==> config.mk <==
export PLATFORM = sky130hd
export DESIGN_NAME = srs_spi_slave
export DESIGN_NICKNAME = d
export VERILOG_FILES = /design/src/core/srs_pkg.sv /design/src/core/srs_spi_slave.sv /design/src/core/srs_pin_filter.sv /design/src/core/srs_shifter.sv
export VERILOG_INCLUDE_DIRS = /design/src /design/src/core
export SDC_FILE = /design/constraint.sdc
export NUM_CORES = 1
export LEC_CHECK = 0
export BUFFER_PORTS_ARGS = -buffer_cell sky130_fd_sc_hd__buf_2
export CORE_MARGIN = 10
export CORE_UTILIZATION = 38
export DETAILED_ROUTE_END_ITERATION = 6
export PLACE_DENSITY = 0.63
export RECOVER_POWER = 100
export SLEW_MARGIN = 25
export SYNTH_ARGS = -nofsm -noshare
export SYNTH_HDL_FRONTEND = slang
export SYNTH_SLANG_ARGS = --single-unit
==> constraint.sdc <==
create_clock -name clk_i -period 1.6 [get_ports clk_i]
set_input_delay 0.08 -clock clk_i [delete_from_list [all_inputs] [get_ports clk_i]]
set_output_delay 0.08 -clock clk_i [all_outputs]
set_load 0.01 [all_outputs]
==> src/core/srs_defs.svh <==
// Constants of the serial register access slave
`ifndef SRS_DEFS_SVH
`define SRS_DEFS_SVH

// Frame layout
`define SRS_FRAME_BITS 40
`define SRS_CNT_W 6
`define SRS_WRITE_BIT 39
`define SRS_ADDR_MSB 38
`define SRS_ADDR_LSB 32
`define SRS_DATA_MSB 31

// Status byte positions
`define SRS_ST_RSVD 7
`define SRS_ST_STOP2 6
`define SRS_ST_STOP1 5
`define SRS_ST_VEL2 4
`define SRS_ST_VEL1 3
`define SRS_ST_ERR2 2
`define SRS_ST_ERR1 1
`define SRS_ST_RESET 0

// Global status register address and its reset value
`define SRS_GLOBAL_STATUS_REGISTER_ADDR 7'h01
`define SRS_GLOBAL_STATUS_REGISTER_RST 3'h1

// Pin order inside the filter vector
`define SRS_PINS 3
`define SRS_PIN_CSN 0
`define SRS_PIN_SCK 1
`define SRS_PIN_SDI 2
`define SRS_PIN_IDLE 3'h7

// Glitch filter: least pulse width in ns, cycles rounded up
`define SRS_CLK_NS 5
`define SRS_FILT_NS 20
`define SRS_FILT_CYC ((`SRS_FILT_NS + `SRS_CLK_NS - 1) / `SRS_CLK_NS)
`define SRS_FILT_W 3

`endif

==> src/core/srs_pkg.sv <==
// Types of the serial register access slave
package srs_pkg;

  // Frame sequencer states
  typedef enum logic [1:0]
  {
    SRS_IDLE = 2'b00,
    SRS_XFER = 2'b01,
    SRS_EXEC = 2'b10
  } srs_state_t;

endpackage : srs_pkg

==> src/core/srs_spi_slave.sv <==
// Serial register access slave: frame shifting, command latch and status byte
//
// Operation
// - Forty bit frame, address then data, MSB first
// - Bit 39 high means write
// - Always thirty-two data bits per access
// - After read, return previously addressed register
// - After write, echo previous write data
// - Read leaves register unchanged, data ignored
// - Data returned in every frame
// - Top byte returned is status byte
// - Status captured at access end, sent next
// - Bit7 zero, bits6/5 left limit switches
// - Bits4/3 target speed reached per motor
// - Bits2/1 driver faults, cleared by reading
// - Bit0 reset flag, cleared by reading
// - Values right aligned, signed as two's complement
// - Sample on rising, shift on falling clock
// - Extra bits pass out forty clocks later
// - Chip select rise latches and executes command
// - Only last forty bits form the command
// - Clock idles high, mode three
// - Pulses under twenty nanoseconds ignored
`timescale 1ns/100ps
`default_nettype none
`include "srs_defs.svh"

module srs_spi_slave
  import srs_pkg::*;
(
  input wire logic clk_i,
  input wire logic rst_n_i,
  // Serial bus pins
  input wire logic spi_csn_i,
  input wire logic spi_sck_i,
  input wire logic spi_sdi_i,
  output logic spi_sdo_o,
  output logic spi_sdo_oe_n_o,
  // Motion and driver status from the controller core
  input wire logic stop_left_m1_i,
  input wire logic stop_left_m2_i,
  input wire logic speed_reached_m1_i,
  input wire logic speed_reached_m2_i,
  input wire logic [1:0] drv_fault_i,
  // Command towards the register bank
  output logic cmd_valid_o,
  output logic cmd_write_o,
  output logic [6:0] cmd_addr_o,
  output logic [31:0] cmd_data_o,
  input wire logic [31:0] rd_data_i,
  // Global status flags and frame diagnostics
  output logic [2:0] global_status_register_o,
  output logic abort_o,
  output logic chained_o
);

  // Filtered pin levels
  logic [`SRS_PINS-1:0] pin_f;
  logic csn_f;
  logic sck_f;
  logic sdi_f;

  // Edge detection on the filtered levels
  logic csn_d_r;
  logic sck_d_r;
  logic csn_fall;
  logic csn_rise;
  logic sck_rise;
  logic sck_fall;

  // Frame sequencer
  srs_state_t state_r;
  srs_state_t state_nxt;

  // Bit handling
  logic samp_r;
  logic pend_r;
  logic [`SRS_CNT_W-1:0] cnt_r;
  logic full_frame;
  logic [`SRS_FRAME_BITS-1:0] shreg;
  logic [`SRS_FRAME_BITS-1:0] last_bits;
  logic shift_en;
  logic load_en;

  // Command and reply state
  logic cmd_write_r;
  logic [6:0] cmd_addr_r;
  logic [31:0] cmd_data_r;
  logic [31:0] reply_r;
  logic [7:0] status_r;
  logic [7:0] status_nxt;
  logic [2:0] global_status_register_r;
  logic [2:0] global_status_register_clr;
  logic abort_r;
  logic chained_r;
  logic global_status_register_read;

  // All three bus inputs pass the synchroniser and glitch filter
  srs_pin_filter u_filter
  (
    .clk_i(clk_i),
    .rst_n_i(rst_n_i),
    .pin_i({spi_sdi_i, spi_sck_i, spi_csn_i}),
    .pin_o(pin_f)
  );

  assign csn_f = pin_f[`SRS_PIN_CSN];
  assign sck_f = pin_f[`SRS_PIN_SCK];
  assign sdi_f = pin_f[`SRS_PIN_SDI];

  // Delayed copies for edge detection; idle levels are high
  // Resetting them to the idle level keeps a false edge from appearing
  // on the first cycle after reset, before the filter has settled
  always_ff @(posedge clk_i)
  begin
    if (!rst_n_i)
    begin
      csn_d_r <= 1'b1;
      sck_d_r <= 1'b1;
    end
    else
    begin
      csn_d_r <= csn_f;
      sck_d_r <= sck_f;
    end
  end

  // Clock edges only count inside a selected frame
  assign csn_fall = csn_d_r & ~csn_f;
  assign csn_rise = ~csn_d_r & csn_f;
  assign sck_rise = ~sck_d_r & sck_f & ~csn_f & (state_r == SRS_XFER);
  assign sck_fall = sck_d_r & ~sck_f & ~csn_f & (state_r == SRS_XFER);

  // Frame sequencer: wait, shift, then one execution cycle
  always_comb
  begin
    state_nxt = state_r;
    case (state_r)
      SRS_IDLE:
      begin
        if (csn_fall)
          state_nxt = SRS_XFER;
      end
      SRS_XFER:
      begin
        if (csn_rise)
        begin
          if (full_frame)
            state_nxt = SRS_EXEC;
          else
            state_nxt = SRS_IDLE;
        end
      end
      SRS_EXEC:
      begin
        state_nxt = SRS_IDLE;
      end
      default:
      begin
        state_nxt = SRS_IDLE;
      end
    endcase
  end

  always_ff @(posedge clk_i)
  begin
    if (!rst_n_i)
      state_r <= SRS_IDLE;
    else
      state_r <= state_nxt;
  end

  // Input bit is taken on the rising clock edge
  always_ff @(posedge clk_i)
  begin
    if (!rst_n_i)
      samp_r <= 1'b0;
    else if (sck_rise)
      samp_r <= sdi_f;
  end

  // Marks a sampled bit not yet moved into the shift register
  // The first falling edge of a frame finds nothing pending, so the
  // status bit already on the output is not shifted away early
  always_ff @(posedge clk_i)
  begin
    if (!rst_n_i)
      pend_r <= 1'b0;
    else if (load_en)
      pend_r <= 1'b0;
    else if (sck_rise)
      pend_r <= 1'b1;
    else if (sck_fall)
      pend_r <= 1'b0;
  end

  // Rising edge count, saturating at one frame length
  // Saturation keeps long chained frames from wrapping the count back
  // into the short-frame range and losing the command
  always_ff @(posedge clk_i)
  begin
    if (!rst_n_i)
      cnt_r <= 6'h00;
    else if (load_en)
      cnt_r <= 6'h00;
    else if (sck_rise && !full_frame)
      cnt_r <= cnt_r + 6'h01;
  end

  assign full_frame = (cnt_r == `SRS_CNT_W'(`SRS_FRAME_BITS));

  // Reply is loaded at frame start; output moves on the falling edge
  assign load_en = (state_r == SRS_IDLE) && csn_fall;
  assign shift_en = sck_fall && pend_r;

  srs_shifter u_shift
  (
    .clk_i(clk_i),
    .rst_n_i(rst_n_i),
    .load_i(load_en),
    .load_val_i({status_r, reply_r}),
    .shift_i(shift_en),
    .bit_i(samp_r),
    .shreg_o(shreg)
  );

  // Mode three ends on a rising edge, so the last bit may still be pending
  assign last_bits = pend_r ? {shreg[`SRS_FRAME_BITS-2:0], samp_r} : shreg;

  // Serial output is released whenever chip select is high
  assign spi_sdo_o = shreg[`SRS_FRAME_BITS-1];
  assign spi_sdo_oe_n_o = csn_f;

  // Command latch at the end of a complete frame
  always_ff @(posedge clk_i)
  begin
    if (!rst_n_i)
    begin
      cmd_write_r <= 1'b0;
      cmd_addr_r <= 7'h00;
      cmd_data_r <= 32'h0000_0000;
    end
    else if (state_r == SRS_XFER && csn_rise && full_frame)
    begin
      cmd_write_r <= last_bits[`SRS_WRITE_BIT];
      cmd_addr_r <= last_bits[`SRS_ADDR_MSB:`SRS_ADDR_LSB];
      cmd_data_r <= last_bits[`SRS_DATA_MSB:0];
    end
  end

  // A read also presents the latched data field; the bank must not store its data
  assign cmd_valid_o = (state_r == SRS_EXEC);
  assign cmd_write_o = cmd_write_r;
  assign cmd_addr_o = cmd_addr_r;
  assign cmd_data_o = cmd_data_r;

  assign global_status_register_read = (state_r == SRS_EXEC) && !cmd_write_r && (cmd_addr_r == `SRS_GLOBAL_STATUS_REGISTER_ADDR);

  // Reply data for the next frame: echo on write, register on read
  always_ff @(posedge clk_i)
  begin
    if (!rst_n_i)
      reply_r <= 32'h0000_0000;
    else if (state_r == SRS_EXEC)
    begin
      if (cmd_write_r)
        reply_r <= cmd_data_r;
      else if (global_status_register_read)
        reply_r <= {29'h0000_0000, global_status_register_r};
      else
        reply_r <= rd_data_i;
    end
  end

  // Global flags: faults are sticky, reset flag set by reset; set beats clear
  // A fault arriving in the very cycle of a clearing read stays flagged,
  // so it can never be lost between two reads
  assign global_status_register_clr = global_status_register_read ? 3'h7 : 3'h0;

  always_ff @(posedge clk_i)
  begin
    if (!rst_n_i)
      global_status_register_r <= `SRS_GLOBAL_STATUS_REGISTER_RST;
    else
      global_status_register_r <= (global_status_register_r & ~global_status_register_clr) | {drv_fault_i, 1'b0};
  end

  assign global_status_register_o = global_status_register_r;

  // Status byte assembled from live inputs and the sticky flags
  always_comb
  begin
    status_nxt = 8'h00;
    status_nxt[`SRS_ST_RSVD] = 1'b0;
    status_nxt[`SRS_ST_STOP2] = stop_left_m2_i;
    status_nxt[`SRS_ST_STOP1] = stop_left_m1_i;
    status_nxt[`SRS_ST_VEL2] = speed_reached_m2_i;
    status_nxt[`SRS_ST_VEL1] = speed_reached_m1_i;
    status_nxt[`SRS_ST_ERR2] = global_status_register_r[2];
    status_nxt[`SRS_ST_ERR1] = global_status_register_r[1];
    status_nxt[`SRS_ST_RESET] = global_status_register_r[0];
  end

  // Snapshot at every frame end, aborted ones included
  // It takes the flags before a clearing read acts, so a cleared flag
  // leaves the status byte two frames after that read
  always_ff @(posedge clk_i)
  begin
    if (!rst_n_i)
      status_r <= {5'h00, `SRS_GLOBAL_STATUS_REGISTER_RST};
    else if (state_r == SRS_XFER && csn_rise)
      status_r <= status_nxt;
  end

  // One cycle pulse when a short frame is dropped
  always_ff @(posedge clk_i)
  begin
    if (!rst_n_i)
      abort_r <= 1'b0;
    else
      abort_r <= (state_r == SRS_XFER) && csn_rise && !full_frame;
  end

  assign abort_o = abort_r;

  // Set once a frame runs past forty bits, showing chained devices
  always_ff @(posedge clk_i)
  begin
    if (!rst_n_i)
      chained_r <= 1'b0;
    else if (load_en)
      chained_r <= 1'b0;
    else if (sck_rise && full_frame)
      chained_r <= 1'b1;
  end

  assign chained_o = chained_r;

endmodule : srs_spi_slave
`default_nettype wire

==> src/core/srs_pin_filter.sv <==
// Synchroniser and glitch filter for the serial bus pins
`timescale 1ns/100ps
`default_nettype none
`include "srs_defs.svh"

module srs_pin_filter
  import srs_pkg::*;
(
  input wire logic clk_i,
  input wire logic rst_n_i,
  input wire logic [`SRS_PINS-1:0] pin_i,
  output var logic [`SRS_PINS-1:0] pin_o
);

  // Idle level of each pin, high for all three on a mode three bus
  localparam logic [`SRS_PINS-1:0] IDLE_LVL = `SRS_PIN_IDLE;

  genvar g;
  generate
    for (g = 0; g < `SRS_PINS; g++)
    begin : g_pin
      logic meta_r;
      logic sync_r;
      logic filt_r;
      logic [`SRS_FILT_W-1:0] cnt_r;

      // Two flops; meta_r feeds sync_r and nothing else
      always_ff @(posedge clk_i)
      begin
        if (!rst_n_i)
        begin
          meta_r <= IDLE_LVL[g];
          sync_r <= IDLE_LVL[g];
        end
        else
        begin
          meta_r <= pin_i[g];
          sync_r <= meta_r;
        end
      end

      // A new level must hold the full filter time before it is taken
      always_ff @(posedge clk_i)
      begin
        if (!rst_n_i)
        begin
          filt_r <= IDLE_LVL[g];
          cnt_r <= 3'h0;
        end
        else if (sync_r == filt_r)
          cnt_r <= 3'h0;
        else if (cnt_r == `SRS_FILT_W'(`SRS_FILT_CYC - 1))
        begin
          filt_r <= sync_r;
          cnt_r <= 3'h0;
        end
        else
          cnt_r <= cnt_r + 3'h1;
      end

      assign pin_o[g] = filt_r;
    end
  endgenerate

endmodule : srs_pin_filter
`default_nettype wire

==> src/core/srs_shifter.sv <==
// Forty bit frame shift register
`timescale 1ns/100ps
`default_nettype none
`include "srs_defs.svh"

module srs_shifter
  import srs_pkg::*;
(
  input wire logic clk_i,
  input wire logic rst_n_i,
  input wire logic load_i,
  input wire logic [`SRS_FRAME_BITS-1:0] load_val_i,
  input wire logic shift_i,
  input wire logic bit_i,
  output var logic [`SRS_FRAME_BITS-1:0] shreg_o
);

  logic [`SRS_FRAME_BITS-1:0] shreg_r;

  // Load wins over shift; both never coincide in practice
  always_ff @(posedge clk_i)
  begin
    if (!rst_n_i)
      shreg_r <= 40'h00_0000_0000;
    else if (load_i)
      shreg_r <= load_val_i;
    else if (shift_i)
      shreg_r <= {shreg_r[`SRS_FRAME_BITS-2:0], bit_i};
  end

  assign shreg_o = shreg_r;

endmodule : srs_shifter
`default_nettype wire

==> impl_metrics.toml <==
[timing]
setup_viol_count_final = 1
slew_headroom = 0.645
rsz0062_at_grt = "yes"
final.period_utilization = 1.00
max_freq_mhz = 624
clock_skew_ns = 0.00851
setup_slack_ns = -0.00215
fin_hold_ws_ns = 0.121
tightest_slew_ns = 0.533
period_needed_ns = 1.60
drv_slew = 0
hold_viol = 0

[pwr]
vdd_drop_max_mv = 0.724
cellPowerDensity_nw_per_um2 = 974
combPwrFrac = 0.030
p_total_uw = 8390
switching_power_uw = 1710
clkPwrFrac = 0.511
swShare = 0.204
cellInternalPower_uw = 6680
p_leak_uw = 0.00416
pwr-share-seq = 0.459

[floorplan]
die_x_um = 152
fp.dieArea_um2 = 23200
die_h_um = 152
ios = 91
start_util = 0.387
num_rows = 48
core_um2 = 17200

[drt]
vias = 5364
drtIter0Drc = 265
wl_per_cell_um = 15.7
drt_first_pass_iters = 5
drt_wl_total_mm = 16.8
drc = 0
detail-route-antenna-nets = 0
via_per_inst = 5.01

[status]
status = "finished, violations left"
violations = "setup timing"

[synth]
synth_seq_cells = 154
synthArstFlopShare = 0
yosysWarnings = 0
ys_types = 43
synth_cells = 706
syn_area_um2 = 6670
synth_edf_count = 0
synth_top_flop_cell = "dfxtp_1"
synth.net_count = 757
ys_seq_area_frac = 0.463
synth_area_per_cell_um2 = 9.44

[finish]
finalNonFillerCells = 1070
post-route-util = 0.500
syn_to_final_growth_pct = 29.3
layout_commonest_cell = "dfxtp_1"
final_cell_mix = "dfxtp_1 (147), nand2_1 (115), mux2i_1 (91)"
final_layout_size_suffix_gt1_frac = 0.212
final_nets = 882

[grt]
grt_start_max_net_pins = 86
grt_usage = 0.145
grt_pass1_vias = 5343
grt_pass1_wl_mm = 27.8
antenna_found_initial = 1
grt_overflow = 0

[clock_tree]
clkLatencyLatePin_ns = 0.42
clock_path_buffers = 2
htreeDepth = 4
cts_buffers = 17
root_buffer = "clkbuf_16"
cts_tree = "done"
path_clk_slew_ns = 0.06
cts_sinks = 154

[worst_setup_path]
cp-end-kind = "register"
crit_chain = "or4b_4 -> a211oi_4 -> mux2i_1 -> nor2_1"
required_ns = 1.92
path_class = "reg2reg"
crit_arrival_ns = 1.92
slowest_stage = "or4b_4"
critPathMaxFanout = 5
max_stage_delay_ns = 0.54
setup.worst_path.start_class = "register"

[hold_path]
min_path_type = "in2reg"

[place]
hpwl_mm = 10.6
dpl.cell_count = 991
gp_congestion = 0.795
portBuffers = 90
pre_cts_ws_ns = -0.112

[flow_run]
drv_cap = 0
cell families (layout without fill, tap and decap cells):
kind of cell	count (synthesis)	in the layout	synth area share
other cells	0	1	0
simple gates	208	208	0.146
fa+ha+maj	8	8	0.0150
buf+inv	70	208	0.0479
flops	154	154	0.463
compound gates	166	166	0.180
mux	93	93	0.140
xor+xnor	7	7	0.00920
cell type report:
class,count,area (um^2)
fillers,1598,8620
well taps,225,282
diodes,1,2.50
inverters,10,37.5
repair buffers,166,1240
flip-flops and latches,154,3090
multi-input cells,482,3330
clock buffers,22,464
clock inverters,10,165
sequential cells by signal (all words and copies together), names as in the netlist, 2 cells and up:
signal and flops:
cmd_addr_o 7, cmd_data_o 32, cnt_r 6, global_status_register_o 3
reply_r 32, state_r 2, status_r 7, u_filter.g_pin.cnt_r 9
u_filter.g_pin.filt_r 3, u_filter.g_pin.meta_r 3, u_filter.g_pin.sync_r 3, u_shift.shreg_o 40
power by group through the flow:
stage / sequential (uW) / combinational, uW / clock (uW)
floorplan: 3940 / 85.3 / 0
global placement: 3940 / 170 / 0
detailed placement: 3940 / 172 / 0
CTS: 3850 / 251 / 4380
global route: 3850 / 275 / 4530
finish: 3850 / 250 / 4290
what timing repair did:
action / CTS / global route
endpoints found under the setup margin: 87 / 83
setup buffers: 4 / 0
endpoints found under the hold margin: 41 / 0
gates cloned: 2 / 0
hold buffers: 41 / 0
pin swaps: 6 / 3
resized for setup: 14 / 8
synthesized netlist by cell type, drive strengths merged (2+ instances only):
library cell,n,area share
clkbuf,32,0.018
nand2,116,0.065
nand3,35,0.027
nand4,3,0.0028
nor2b,9,0.0084
o211a,40,0.060
a21oi,43,0.032
o2bb2ai,3,0.0039
a22o,29,0.038
nor4b,2,0.0036
nand3b,4,0.0045
mux2i,93,0.14
xnor2,3,0.0039
ha,8,0.015
xor2,4,0.0053
dfxtp,154,0.46
nand2b,8,0.0075
buf,28,0.024
o21ai,45,0.034
or4b,2,0.0036
nor2,19,0.011
and3,3,0.0028
inv,10,0.0056
critical path: cells and delay by family, from the launching register on:
family	cells	cell delay (ns)
simple gates	2	0.59
flops	1	0.34
compound gates	1	0.35
mux	1	0.22
metrics by stage:
step	area [um^2]	TNS [ns]
2_1_floorplan	6710	-0.130
6_report	8620	-0.00215
3_5_place_dp	7440	-4.86
4_1_cts	8610	-0.369
5_1_grt	8620	-1.73
3_3_place_gp	7440	-3.82
metal layers:
metal / vias to the layer above / global-route usage / share of wire
li1: 2756 / - / -
met1: 2508 / 0.178 / 0.46
met2: 94 / 0.238 / 0.48
met3: 6 / 0.0421 / 0.050
met4: 0 / 0.0472 / 0.0062
met5: - / 0 / 0
final timing paths:
check / from / to / slack (ns) / cells past startpoint
setup reg to reg: u_filter.g_pin[0].filt_r$_SDFFE_PN1P_ / cnt_r[1]$_SDFFE_PP0P_ / -0.002 / 4
hold / removal: rst_n_i / status_r[0]$_SDFFE_PN1P_ / 0.12 / 3
hold reg to reg: u_filter.g_pin[0].meta_r$_SDFF_PN1_ / u_filter.g_pin[0].sync_r$_SDFF_PN1_ / 0.41 / 1
setup / recovery: u_filter.g_pin[0].filt_r$_SDFFE_PN1P_ / cnt_r[1]$_SDFFE_PP0P_ / -0.002 / 4
(Power assumes the default switching activity.)
